`config.mk`:
```
export PLATFORM = sky130hd
export DESIGN_NAME = iacd_core
export DESIGN_NICKNAME = d
export VERILOG_FILES = /design/src/shared/iacd_pkg.sv /design/src/hdl/iacd_core.sv
export SDC_FILE = /design/constraint.sdc
export NUM_CORES = 1
export LEC_CHECK = 0
export BUFFER_PORTS_ARGS = -buffer_cell sky130_fd_sc_hd__clkbuf_2
export CAP_MARGIN = 20
export CELL_PAD_IN_SITES_DETAIL_PLACEMENT = 1
export CELL_PAD_IN_SITES_GLOBAL_PLACEMENT = 2
export CORE_ASPECT_RATIO = 1.4
export CORE_UTILIZATION = 41
export CTS_CLUSTER_SIZE = 20
export DETAILED_ROUTE_END_ITERATION = 6
export PLACE_DENSITY = 0.9
export SLEW_MARGIN = 20
export SYNTH_ARGS = -nofsm -noshare
export SYNTH_HDL_FRONTEND = slang
export SYNTH_SLANG_ARGS = --single-unit
export TNS_END_PERCENT = 100
```
`constraint.sdc`:
```
create_clock -name pclk -period 6.71 [get_ports pclk]
set_input_delay 0.671 -clock pclk [delete_from_list [all_inputs] [get_ports pclk]]
set_output_delay 0.671 -clock pclk [all_outputs]
set_load 0.1 [all_outputs]
```
`src/shared/iacd_pkg.sv`:
```
// Constants and types for the integer arithmetic and class decode block.
package iacd_pkg;

  // ****************************************************************
  // Register offsets on the APB slave.
  // ****************************************************************
  localparam logic [7:0] OFF_INSTR = 8'h00;
  localparam logic [7:0] OFF_SRC_A = 8'h04;
  localparam logic [7:0] OFF_SRC_B = 8'h08;
  localparam logic [7:0] OFF_XER = 8'h0C;
  localparam logic [7:0] OFF_RESULT = 8'h10;
  localparam logic [7:0] OFF_COND = 8'h14;
  localparam logic [7:0] OFF_STATUS = 8'h18;
  localparam logic [7:0] OFF_VECTOR = 8'h1C;

  // ****************************************************************
  // Field positions and reset values.
  // ****************************************************************
  localparam int XER_SO_BIT = 31;
  localparam int XER_OV_BIT = 30;
  localparam int XER_CA_BIT = 29;
  localparam int STAT_EMU_BIT = 2;
  localparam int STAT_EXEC_BIT = 3;
  localparam int STAT_DELEG_BIT = 4;
  localparam int OE_BIT = 10;
  localparam int REC_BIT = 0;
  localparam logic [31:0] RST_WORD = 32'h0000_0000;
  localparam logic [3:0] RST_COND = 4'h0;
  localparam logic [31:0] EMU_VECTOR = 32'h0000_1000;

  // ****************************************************************
  // Primary opcodes used by the class decoder and extended opcodes of the add and subtract group.
  // ****************************************************************
  localparam logic [5:0] OP_SUBFIC = 6'h08;
  localparam logic [5:0] OP_ADDIC = 6'h0C;
  localparam logic [5:0] OP_ADDIC_REC = 6'h0D;
  localparam logic [5:0] OP_ADDI = 6'h0E;
  localparam logic [5:0] OP_ADDIS = 6'h0F;
  localparam logic [5:0] OP_EXT19 = 6'h13;
  localparam logic [5:0] OP_EXT31 = 6'h1F;
  localparam logic [5:0] OP_EXT59 = 6'h3B;
  localparam logic [5:0] OP_EXT63 = 6'h3F;
  localparam logic [5:0] OP_ROT64 = 6'h1E;
  localparam logic [5:0] OP_RSVD = 6'h05;
  localparam logic [8:0] XO_ADD = 9'h10A;
  localparam logic [8:0] XO_ADDC = 9'h00A;
  localparam logic [8:0] XO_SUBF = 9'h028;
  localparam logic [8:0] XO_SUBFC = 9'h008;
  localparam logic [8:0] XO_ADDE = 9'h08A;
  localparam logic [8:0] XO_SUBFE = 9'h088;
  localparam logic [8:0] XO_ADDME = 9'h0EA;
  localparam logic [8:0] XO_SUBFME = 9'h0E8;
  localparam logic [8:0] XO_ADDZE = 9'h0CA;
  localparam logic [8:0] XO_SUBFZE = 9'h0C8;
  localparam logic [8:0] XO_NEG = 9'h068;

  // Instruction class, Gray coded along defined, illegal, reserved.
  typedef enum logic [1:0] {
    CLS_DEFINED = 2'h0,
    CLS_ILLEGAL = 2'h1,
    CLS_RESERVED = 2'h3
  } iacd_cls_type;

endpackage : iacd_pkg

```
`src/hdl/iacd_core.sv`:
```
// Instruction class decoder and integer add/subtract unit behind APB.
//
// Overview of operation
// - Class from primary plus extended opcode.
// - Sixty-four-bit-only encodings decode as illegal.
// - Listed user, environment, optional instructions are defined.
// - Invalid defined forms trap to emulation.
// - Trapped instruction leaves machine state unchanged.
// - Reserved bits set behave as if zero, except a nonzero second field in minus-one, zero and negate forms, which traps.
// - Unimplemented defined instructions set the delegate status flag, no trap.
// - Every illegal encoding invokes emulation handler.
// - All-zero instruction word is always illegal.
// - Unimplemented reserved instruction takes emulation exception.
// - Operands from registers, results to registers, flags.
// - Record forms set condition field by sign.
// - Carrying forms write carry out of bit 0.
// - Overflow enable sets overflow and sticky summary.
// - Flags derive from value written to destination.
// - Dot records, o enables overflow, both combine.
// - add and addc write sum of sources.
// - subf writes complement of first plus second plus one.
// - addic adds signed immediate; dot form records.
// - subfic complements source, adds immediate plus one.
`timescale 1ns/10ps

module iacd_core
  import iacd_pkg::*;
(
  // Clock and reset.
  input wire logic pclk,
  input wire logic presetn,
  // APB slave request.
  input wire logic psel,
  input wire logic penable,
  input wire logic pwrite,
  input wire logic [7:0] paddr,
  input wire logic [31:0] pwdata,
  // APB slave answer.
  output logic [31:0] prdata,
  output logic pready,
  output logic pslverr,
  // Software emulation exception request to the exception unit.
  output logic emu_exc
);

  // ****************************************************************
  // Decode functions.
  // ****************************************************************

  // Classifies the full instruction word.
  function automatic iacd_cls_type classify(input logic [31:0] w);
    logic [9:0] xo10;
    logic [8:0] xo9;
    logic [4:0] xo5;
    iacd_cls_type c;
    xo10 = w[10:1];
    xo9 = w[9:1];
    xo5 = w[5:1];
    c = CLS_ILLEGAL;
    case (w[31:26])
      6'h03, 6'h07, 6'h08, 6'h0A, 6'h0B, 6'h0C, 6'h0D, 6'h0E, 6'h0F,
      6'h10, 6'h11, 6'h12, 6'h14, 6'h15, 6'h17, 6'h18, 6'h19, 6'h1A,
      6'h1B, 6'h1C, 6'h1D: begin
        c = CLS_DEFINED;
      end
      OP_EXT19: begin
        case (xo10)
          10'h000, 10'h010, 10'h032, 10'h021, 10'h081, 10'h096,
          10'h0C1, 10'h0E1, 10'h101, 10'h121, 10'h1A1, 10'h1C1,
          10'h210: c = CLS_DEFINED;
          default: c = CLS_ILLEGAL;
        endcase
      end
      OP_EXT31: begin
        case (xo9)
          XO_ADD, XO_ADDC, XO_SUBF, XO_SUBFC, XO_ADDE, XO_SUBFE,
          XO_ADDME, XO_SUBFME, XO_ADDZE, XO_SUBFZE, XO_NEG,
          9'h0EB, 9'h04B, 9'h00B, 9'h1EB, 9'h1CB: c = CLS_DEFINED;
          default: c = CLS_ILLEGAL;
        endcase
        case (xo10)
          10'h000, 10'h020, 10'h01C, 10'h03C, 10'h1BC, 10'h07C,
          10'h13C, 10'h11C, 10'h1DC, 10'h19C, 10'h018, 10'h218,
          10'h318, 10'h338, 10'h01A, 10'h39A, 10'h3BA, 10'h153,
          10'h1D3, 10'h053, 10'h092, 10'h013, 10'h090, 10'h173,
          10'h356, 10'h3D6, 10'h256, 10'h3D7, 10'h017, 10'h097,
          10'h057, 10'h0D7, 10'h117, 10'h197, 10'h004, 10'h200,
          10'h014, 10'h096, 10'h217, 10'h257, 10'h297, 10'h2D7,
          10'h056, 10'h036, 10'h116, 10'h3F6: c = CLS_DEFINED;
          default: c = c;
        endcase
      end
      OP_EXT59: begin
        case (xo5)
          5'h12, 5'h14, 5'h15, 5'h19, 5'h1C, 5'h1D, 5'h1E,
          5'h1F: c = CLS_DEFINED;
          default: c = CLS_ILLEGAL;
        endcase
      end
      OP_EXT63: begin
        case (xo5)
          5'h12, 5'h14, 5'h15, 5'h17, 5'h19, 5'h1C, 5'h1D, 5'h1E,
          5'h1F: c = CLS_DEFINED;
          default: c = CLS_ILLEGAL;
        endcase
        case (xo10)
          10'h000, 10'h00C, 10'h00E, 10'h00F, 10'h020, 10'h026,
          10'h028, 10'h040, 10'h046, 10'h048, 10'h088, 10'h108,
          10'h247, 10'h2C7: c = CLS_DEFINED;
          default: c = c;
        endcase
      end
      OP_RSVD: begin
        c = CLS_RESERVED;
      end
      default: begin
        c = (w[31:26] >= 6'h20 && w[31:26] <= 6'h37) ?
            CLS_DEFINED : CLS_ILLEGAL;
      end
    endcase
    return c;
  endfunction : classify

  // Selects the APB offset group that this slave answers.
  function automatic logic mapped(input logic [7:0] a);
    return (a[1:0] == 2'h0) && (a <= OFF_VECTOR);
  endfunction : mapped

  // ****************************************************************
  // Registers.
  // ****************************************************************
  logic [31:0] prdata_ff;
  logic pready_ff;
  logic pslverr_ff;
  logic emu_exc_ff;
  logic [31:0] instr_ff;
  logic [31:0] src_a_ff;
  logic [31:0] src_b_ff;
  logic so_ff;
  logic ov_ff;
  logic ca_ff;
  logic [31:0] result_ff;
  logic [3:0] cond_ff;
  iacd_cls_type cls_ff;
  logic emu_seen_ff;
  logic exec_ff;
  logic deleg_ff;

  // ****************************************************************
  // Bus strobes and the instruction datapath.
  // ****************************************************************
  logic acc_wr;
  logic wr_instr;
  logic [31:0] nxt_rdata;
  logic arith;
  logic bad_form;
  logic wr_ca;
  logic ov_en;
  logic rec;
  logic [31:0] a_in;
  logic [31:0] b_in;
  logic c_in;
  logic [31:0] signed_immediate_ext;
  logic [32:0] sum33;
  logic sum_ov;
  logic nxt_so;
  logic [3:0] nxt_cond;
  iacd_cls_type nxt_cls;
  logic trap;
  logic commit;

  // A write takes effect at the access edge where pready is high.
  assign acc_wr = psel & penable & pwrite & pready_ff;
  assign wr_instr = acc_wr & (paddr == OFF_INSTR);

  // The written word is decoded and executed in the same edge.
  // class decode
  assign nxt_cls = classify(pwdata);

  // Operand selection for the add and subtract group.
  always_comb begin
    arith = 1'b0;
    bad_form = 1'b0;
    wr_ca = 1'b0;
    ov_en = 1'b0;
    rec = 1'b0;
    c_in = 1'b0;
    a_in = src_a_ff;
    b_in = src_b_ff;
    signed_immediate_ext = {{16{pwdata[15]}}, pwdata[15:0]};
    case (pwdata[31:26])
      OP_ADDI: begin
        arith = 1'b1;
        a_in = (pwdata[20:16] == 5'h00) ? RST_WORD : src_a_ff;
        b_in = signed_immediate_ext;
      end
      OP_ADDIS: begin
        arith = 1'b1;
        a_in = (pwdata[20:16] == 5'h00) ? RST_WORD : src_a_ff;
        b_in = {pwdata[15:0], 16'h0000};
      end
      OP_ADDIC, OP_ADDIC_REC: begin
        arith = 1'b1;
        b_in = signed_immediate_ext;
        wr_ca = 1'b1;
        rec = (pwdata[31:26] == OP_ADDIC_REC);
      end
      OP_SUBFIC: begin
        arith = 1'b1;
        a_in = ~src_a_ff;
        b_in = signed_immediate_ext;
        c_in = 1'b1;
        wr_ca = 1'b1;
      end
      OP_EXT31: begin
        ov_en = pwdata[OE_BIT];
        rec = pwdata[REC_BIT];
        arith = 1'b1;
        case (pwdata[9:1])
          XO_ADD: b_in = src_b_ff;
          XO_ADDC: wr_ca = 1'b1;
          XO_SUBF: begin
            a_in = ~src_a_ff;
            c_in = 1'b1;
          end
          XO_SUBFC: begin
            a_in = ~src_a_ff;
            c_in = 1'b1;
            wr_ca = 1'b1;
          end
          XO_ADDE: begin
            c_in = ca_ff;
            wr_ca = 1'b1;
          end
          XO_SUBFE: begin
            a_in = ~src_a_ff;
            c_in = ca_ff;
            wr_ca = 1'b1;
          end
          XO_ADDME, XO_SUBFME, XO_ADDZE, XO_SUBFZE: begin
            a_in = pwdata[2] ? src_a_ff : ~src_a_ff;
            b_in = pwdata[6] ? 32'hFFFF_FFFF : 32'h0000_0000;
            c_in = ca_ff;
            wr_ca = 1'b1;
            bad_form = (pwdata[15:11] != 5'h00);
          end
          XO_NEG: begin
            a_in = ~src_a_ff;
            b_in = 32'h0000_0000;
            c_in = 1'b1;
            bad_form = (pwdata[15:11] != 5'h00);
          end
          default: begin
            arith = 1'b0;
            ov_en = 1'b0;
            rec = 1'b0;
          end
        endcase
      end
      default: begin
        arith = 1'b0;
      end
    endcase
  end

  assign sum33 = {1'b0, a_in} + {1'b0, b_in} + {32'h0000_0000, c_in};
  assign sum_ov = (a_in[31] == b_in[31]) & (sum33[31] != a_in[31]);
  assign nxt_so = so_ff | (ov_en & sum_ov);
  assign nxt_cond = {sum33[31], ~sum33[31] & (|sum33[31:0]),
                     sum33[31:0] == RST_WORD, nxt_so};

  assign trap = wr_instr & ((nxt_cls != CLS_DEFINED) | bad_form);
  assign commit = wr_instr & (nxt_cls == CLS_DEFINED) & arith &
                  ~bad_form;

  // ****************************************************************
  // APB slave response.
  // ****************************************************************

  // Read data multiplexer; unmapped offsets read zero.
  always_comb begin
    nxt_rdata = RST_WORD;
    case (paddr)
      OFF_INSTR: nxt_rdata = instr_ff;
      OFF_SRC_A: nxt_rdata = src_a_ff;
      OFF_SRC_B: nxt_rdata = src_b_ff;
      OFF_XER: begin
        nxt_rdata[XER_SO_BIT] = so_ff;
        nxt_rdata[XER_OV_BIT] = ov_ff;
        nxt_rdata[XER_CA_BIT] = ca_ff;
      end
      OFF_RESULT: nxt_rdata = result_ff;
      OFF_COND: nxt_rdata[3:0] = cond_ff;
      OFF_STATUS: begin
        nxt_rdata[1:0] = cls_ff;
        nxt_rdata[STAT_EMU_BIT] = emu_seen_ff;
        nxt_rdata[STAT_EXEC_BIT] = exec_ff;
        nxt_rdata[STAT_DELEG_BIT] = deleg_ff;
      end
      OFF_VECTOR: nxt_rdata = EMU_VECTOR;
      default: nxt_rdata = RST_WORD;
    endcase
  end

  // Answers in the first access cycle; data is captured in setup.
  always_ff @(posedge pclk or negedge presetn) begin
    if (!presetn) begin
      pready_ff <= 1'b0;
      pslverr_ff <= 1'b0;
      prdata_ff <= RST_WORD;
    end else begin
      pready_ff <= psel & ~penable;
      pslverr_ff <= psel & ~penable & ~mapped(paddr);
      if (psel & ~penable & ~pwrite) begin
        prdata_ff <= nxt_rdata;
      end
    end
  end

  // Software-written instruction word and operand registers.
  always_ff @(posedge pclk or negedge presetn) begin
    if (!presetn) begin
      instr_ff <= RST_WORD;
      src_a_ff <= RST_WORD;
      src_b_ff <= RST_WORD;
    end else begin
      if (wr_instr) begin
        instr_ff <= pwdata;
      end
      if (acc_wr & (paddr == OFF_SRC_A)) begin
        src_a_ff <= pwdata;
      end
      if (acc_wr & (paddr == OFF_SRC_B)) begin
        src_b_ff <= pwdata;
      end
    end
  end

  // Exception register flags; execution and software writes never
  // share an edge, as each needs its own APB transfer.
  always_ff @(posedge pclk or negedge presetn) begin
    if (!presetn) begin
      so_ff <= 1'b0;
      ov_ff <= 1'b0;
      ca_ff <= 1'b0;
    end else if (acc_wr & (paddr == OFF_XER)) begin
      so_ff <= pwdata[XER_SO_BIT];
      ov_ff <= pwdata[XER_OV_BIT];
      ca_ff <= pwdata[XER_CA_BIT];
    end else if (commit) begin
      if (wr_ca) begin
        ca_ff <= sum33[32];
      end
      if (ov_en) begin
        ov_ff <= sum_ov;
        so_ff <= nxt_so;
      end
    end
  end

  // Destination value and condition field.
  // trap leaves state untouched
  always_ff @(posedge pclk or negedge presetn) begin
    if (!presetn) begin
      result_ff <= RST_WORD;
      cond_ff <= RST_COND;
    end else if (commit) begin
      result_ff <= sum33[31:0];
      if (rec) begin
        cond_ff <= nxt_cond;
      end
    end
  end

  // Class, exception request and status flags.
  // illegal words trap
  always_ff @(posedge pclk or negedge presetn) begin
    if (!presetn) begin
      cls_ff <= CLS_DEFINED;
      emu_exc_ff <= 1'b0;
      emu_seen_ff <= 1'b0;
      exec_ff <= 1'b0;
      deleg_ff <= 1'b0;
    end else begin
      emu_exc_ff <= trap;
      if (wr_instr) begin
        cls_ff <= nxt_cls;
        emu_seen_ff <= trap;
        exec_ff <= commit;
        deleg_ff <= ~trap & ~commit;
      end
    end
  end

  assign prdata = prdata_ff;
  assign pready = pready_ff;
  assign pslverr = pslverr_ff;
  assign emu_exc = emu_exc_ff;
endmodule : iacd_core

```
# Word-level counts from Yosys, hierarchy flattened
# Memories as Yosys holds them, arrays and structs flattened.
# Index checks and enable logic that the tools add are counted.
dict set report totals {
  rom_bits 64
  out_inout_bits 35
  register_bits 175
  inputBits 45
  n_memories 2
  wordCells 242
}
dict set report op_classes {
  n_bitwise 28
  reduce_logical 34
  n_eq_ne 119
  n_addsub 2
  mux 38
  n_lt_le_gt_ge 3
}
# memory words word_bits rd rd_clocked_by_memory_dff write_ports line
set memory_table {}
lappend memory_table {{(name not given)} 32 1 1 0 0 iacd_core.sv:94} ;# case (xo5)
lappend memory_table {{(name not given)} 32 1 1 0 0 iacd_core.sv:101} ;# case (xo5)
# cell n
set ops {}
lappend ops {{32-bit case mux with 3 select lines} 2}
lappend ops {{10-bit equality test, second input constant} 18}
lappend ops {{10-bit by 9-bit equality test with 1-bit output, second input constant} 16}
lappend ops {{32-bit case mux with 2 select lines} 2}
lappend ops {{24-bit case mux with 5 select lines} 1}
lappend ops {{32-bit 2-to-1 mux} 3}
lappend ops {{10-bit by 8-bit equality test with 1-bit output, second input constant} 9}
lappend ops {{6-bit by 5-bit equality test with 1-bit output, second input constant} 14}
lappend ops {{10-bit by 5-bit equality test with 1-bit output, second input constant} 7}
lappend ops {{10-bit by 6-bit equality test with 1-bit output, second input constant} 7}
lappend ops {{10-bit by 7-bit equality test with 1-bit output, second input constant} 7}
lappend ops {{9-bit by 8-bit equality test with 1-bit output, second input constant} 7}
lappend ops {{46-bit OR reduction} 1}
lappend ops {{6-bit by 4-bit equality test with 1-bit output, second input constant} 7}
lappend ops {{32-bit by 32-bit adder with 33-bit output} 1}
lappend ops {{33-bit by 1-bit adder with 33-bit output} 1}
lappend ops {{8-bit by 5-bit equality test with 1-bit output, second input constant} 4}
lappend ops {{32-bit zero test} 1}
lappend ops {{32-bit NOT} 1}
lappend ops {{32-bit OR reduction} 1}
lappend ops {{10-bit by 4-bit equality test with 1-bit output, second input constant} 3}
lappend ops {{9-bit by 4-bit equality test with 1-bit output, second input constant} 3}
lappend ops {{9-bit equality test, second input constant} 3}
lappend ops {{4-bit case mux with 6 select lines} 1}
lappend ops {{other kinds (41)} 104}

# Logic depth before layout (Yosys ltp)
dict set report depth {
  word_depth 13
  ltp_mapped 24
  mapped_depth_nobuf 20
}

# Worst setup path after synthesis
# No wires, ideal clock.
dict set report synth_path {
  path_kind {input to register}
  startpoint {input port pwdata[1]}
  endpoint {register cond_ff[2]}
  cell_stages 22
  setup_time_ps 120
  t_required_ps 6590
  slack_ps 806
  path_buffers 2
  t_arrival_ps 5784
  path_cell_list {buf_2 or4b_1 nor2_1 and3_1 o21ai_1 buf_2 a31o_2 nand2_2 o21ai_1 a221o_1 fa_1 fa_1 a21o_1 a311o_1 a211oi_2 o21ai_2 a41oi_2 xnor2_1 or4b_1 nor4_1 nand4_1 o211a_1}
}
dict set report synth_between {
  elab_chain_cells 10
  elab_cells_between_ends 125
  cone_classes {add/sub (2); eq/ne (84); mux (17); bitwise (6); reduce/logical (14); memory (2)}
}
# item line
set synth_lines {}
lappend synth_lines {{from (decl)} iacd_core.sv:37} ;# input wire logic [31:0] pwdata,
lappend synth_lines {{parallel branches: the longest is 10 deep, another holds 32-bit by 32-bit adder with 33-bit output} n/a}
lappend synth_lines {{to (signal assigned)} iacd_core.sv:370} ;# cond_ff <= nxt_cond;
lappend synth_lines {{to (decl)} iacd_core.sv:143} ;# logic [3:0] cond_ff;
# Several ways; the timed one is not identified.
# A chain may end at the register's enable or synchronous reset.

# Worst setup path in the final report
dict set report layout_path {
  startpoint {input port pwdata[2]}
  endpoint {register cond_ff[2]}
}
# Same word-level chain as after synthesis.

==> impl_results.md <==
* Core Region at 0.0271 sq mm
* Count of state elements after synthesis at roughly 180
* Worst setup path category: input port to register
* Routed wirelength normalized by instance count at 23.7 um
* Final count of pins violating max slew at 0
* Syn_nets at 1381
* Xor-xnor portion of the synthesized cell area at 2.00%
* Gate Count Post-Synth at 1303
* Count of cells resized by post-cts repair at 0
* Final critical path time including I/O delays and setup at 5690 ps
* Layout net count at 1410
* Largest family of logic cells by synthesized area: compound AO/OA/AOI/OAI gates
* Number of placement rows at 71
* Tcrit/Tclk final at about 85%
* Max_slew headroom at about 29%
* Worst path required time at 7050 ps
* Slowest stage delay, CP at 610 ps
* CTS tree: yes
* Endpoints failing hold at 0
* Worst slew pin tran at 1060 ps
* Cell Area, Synth at 0.0114 sq mm
* Initial antenna violation count at 0
* Static power due to leakage at 5.94 nW
* Signal arrival time at the worst endpoint at 6030 ps
* Post-layout power at 0.00231 W
* Final clock skew at 12.5 ps
* Maximum fanout encountered on the critical timing path at 4
* Yosys warning total at 0
* Main flop type after synthesis: dfrtp_1
* CTS root buffer: clkbuf_16
* Wire length of the first global-routing pass at 63.2 mm
* Num CTS Buffers at 17
* Num ports at 80
* Cell Count Post-Placement at 1678
* Post-CTS setup buffer count at 0
* Most frequent standard cell in the layout excluding fill and tap cells: nand2_1
* Initial Util at 42.1%
* Sink Count at 175
* Fraction of synthesized area in multiplexers at 8.74%
* Maximum buffer depth of the clock tree at 2
* CP endpoint kind: register
* Worst min-delay path class: input port to async pin
* Chip height at about 200 um
* Max stage delay cell, worst path: or4b_1
* Crit-path leading delay family: compound AO/OA/AOI/OAI gates
* Accumulated negative setup slack at 0 ps
* Fraction of final layout cells with drive strength greater than 1 at between 10% and 20%
* Count of vias placed by the detailed router at 10619
* Number of synthesized flops with an enable pin at 0
* DIE WIDTH at 143 um
* Sequential-to-total area share from yosys stat at 38.4%
* Power per standard cell area at 181 mW/mm^2
* Final Routed Wirelength at 40.6 mm
* Layout overhead on the synthesized area at 11.9%
* Number of DRC markers after the initial detailed-route iteration at roughly 740
* Half-perimeter wire length of the detailed placement result at 29.0 mm
* Weighted congestion reported at the end of routability-driven placement at 0.949
* Cts hold-fix bufs at 0
* Share of synthesized cell area in full adder, half adder and majority cells at 3.75%
* Number of H-tree levels at 4
* Simple-gate share of the synthesized area at 19.3%
* Unrepaired setup endpoints after global routing: no
* Count of non-filler cells in the finished layout at 1710
* Post-detailed-route DRC marker count at 0
* Type of origin of the critical path: input port
* Critical path buffer and inverter count at 1
* Number of nets with antenna violations after routing at 0
* Syn Area/Cell at 8.75 sq um
* Source-to-sink clock delay at the later pin of the worst-skew pair at between 400 and 500 ps
* Status: finished, final reports clean
* Clock slew at reported path FFs at roughly 70 ps
* Number of setup violations in the final report at 0
* Highest clock rate at 176 MHz
* Number of maximum-capacitance violations at 0
* Input/output buffers at a little under 80
* Commonest cells after routing, fill and taps aside: nand2_1 (217), dfrtp_1 (175), a21oi_1 (102)
* Compound-Gate Fraction of Synth Area at 23.5%
* Drt pass-1 iters at 5
* Vias per inst at 6.21
* Global Route Usage Sum at between 20% and 30%
* Post-synth cell types at 81
* Antenna cell count at 0
* Overflow after GRT at 0
* Worst IR Drop VDD at 152 uV
* Cells along the critical path: clkbuf_2 > or4b_1 > nor2_1 > and3_1 > o21ai_1 > a31o_2 > nand2_2 > o21ai_1 > a221o_1 > fa_1 > fa_1 > a21o_1 > a311o_1 > a211oi_2 > o21ai_2 > a31oi_1 > xnor2_1 > or4b_1 > nor4_1 > nand4_1 > o211a_1
* Maximum number of pins on one net before global-route repair at 102
* Via count of the first global-routing pass at 11039
* Ys async rst share at 100%
* Overall die area at 0.0285 sq mm
## state kept, by name, indices dropped and copies added (netlist names)
name and cells:
ca_ff 1, cls_ff 2, cond_ff 4, deleg_ff 1
emu_exc 1, emu_seen_ff 1, exec_ff 1, instr_ff 32
ov_ff 1, prdata 32, pready 1, pslverr 1
result_ff 32, so_ff 1, src_a_ff 32, src_b_ff 32
## worst register-to-register path: stages, from the launching register on
cell and delay, ps:
dfrtp_1 460, a221o_1 360, fa_1 450, fa_1 430, a21o_1 210, a311o_1 410
a211oi_2 310, o21ai_2 150, a31oi_1 230, xnor2_1 110, or4b_1 530, nor4_1 320
nand4_1 160, o211a_1 140
## cells in the mapped netlist, types with 15 or more instances
library cell  count  area [sq um]
nand2_1         217           815
dfrtp_1         175          4380
a21oi_1         102           510
o21ai_0          84           420
clkbuf_1         74           278
nor2_1           65           244
mux2_2           62           698
o21ai_1          35           175
a22oi_1          33           248
ha_1             31           388
a21o_1           27           203
nor2b_1          22           138
nand3_1          21           105
inv_1            20          75.1
nand4_1          20           125
nor3_1           20           100
a221oi_1         16           140
mux2_1           16           180
a221o_1          15           150
a22o_1           15           131
## report_power, final
group	leakage [nW]	switching (W)	total, W	internal, W
Combinational	3.22	0.000154	0.000213	0.0000592
Sequential	2.42	0.00000291	0.00106	0.00106
Clock	0.298	0.000444	0.00104	0.000592
## per-stage QoR
stage / hold slack [ps] / area (sq um) / utilization, % / setup slack, ps
6_report: 274 / 12800 / 47.1 / 1020
5_1_grt: 379 / 12800 / 47.1 / 773
3_5_place_dp: 464 / 12100 / 44.8 / 584
2_1_floorplan: 375 / 11400 / - / 806
4_1_cts: 358 / 12800 / 47.1 / 1040
3_3_place_gp: 455 / 12100 / 44.7 / 688
## layout make-up
cell class	count	area, sq um
Tap cell	365	457
Inverter	21	78.8
Multi-Input combinational cell	1007	6570
Sequential cell	175	4380
Timing Repair Buffer	110	657
Clock buffer	21	480
Fill cell	3174	14300
Clock inverter	11	128
## kinds of logic after synthesis
family,after synthesis
flip-flops,175
adder cells (fa/ha/maj),33
buffers and inverters,121
XOR/XNOR,26
AO/OA/AOI/OAI,412
AND/OR/NAND/NOR,450
multiplexers,86
## path summary, 6_finish.rpt
kind / depth (start not counted) / slack, ps / to / startpoint
max: 21 / 1020 / cond_ff[2]$_DFFE_PN0P_ / pwdata[2]
min: 1 / 270 / prdata[21]$_DFFE_PN0P_ / presetn
min reg2reg: 1 / 480 / prdata[24]$_DFFE_PN0P_ / prdata[24]$_DFFE_PN0P_
max in group asynchronous: 2 / 4820 / src_b_ff[23]$_DFFE_PN0P_ / presetn
max reg2reg: 13 / 2340 / cond_ff[2]$_DFFE_PN0P_ / src_b_ff[0]$_DFFE_PN0P_
min in group pclk: 2 / 420 / pready$_DFF_PN0_ / penable
## per-layer routing
layer / share of wire [%] / GRT usage (%) / vias to the layer above
met5: 0 / 0 / -
met4: 4.4 / 14.6 / 0
met3: 3.6 / 4.27 / 94
met2: 50 / 51.1 / 254
met1: 42 / 35.5 / 5439
li1: - / - / 4832
Power figures use the tool's default switching activity.
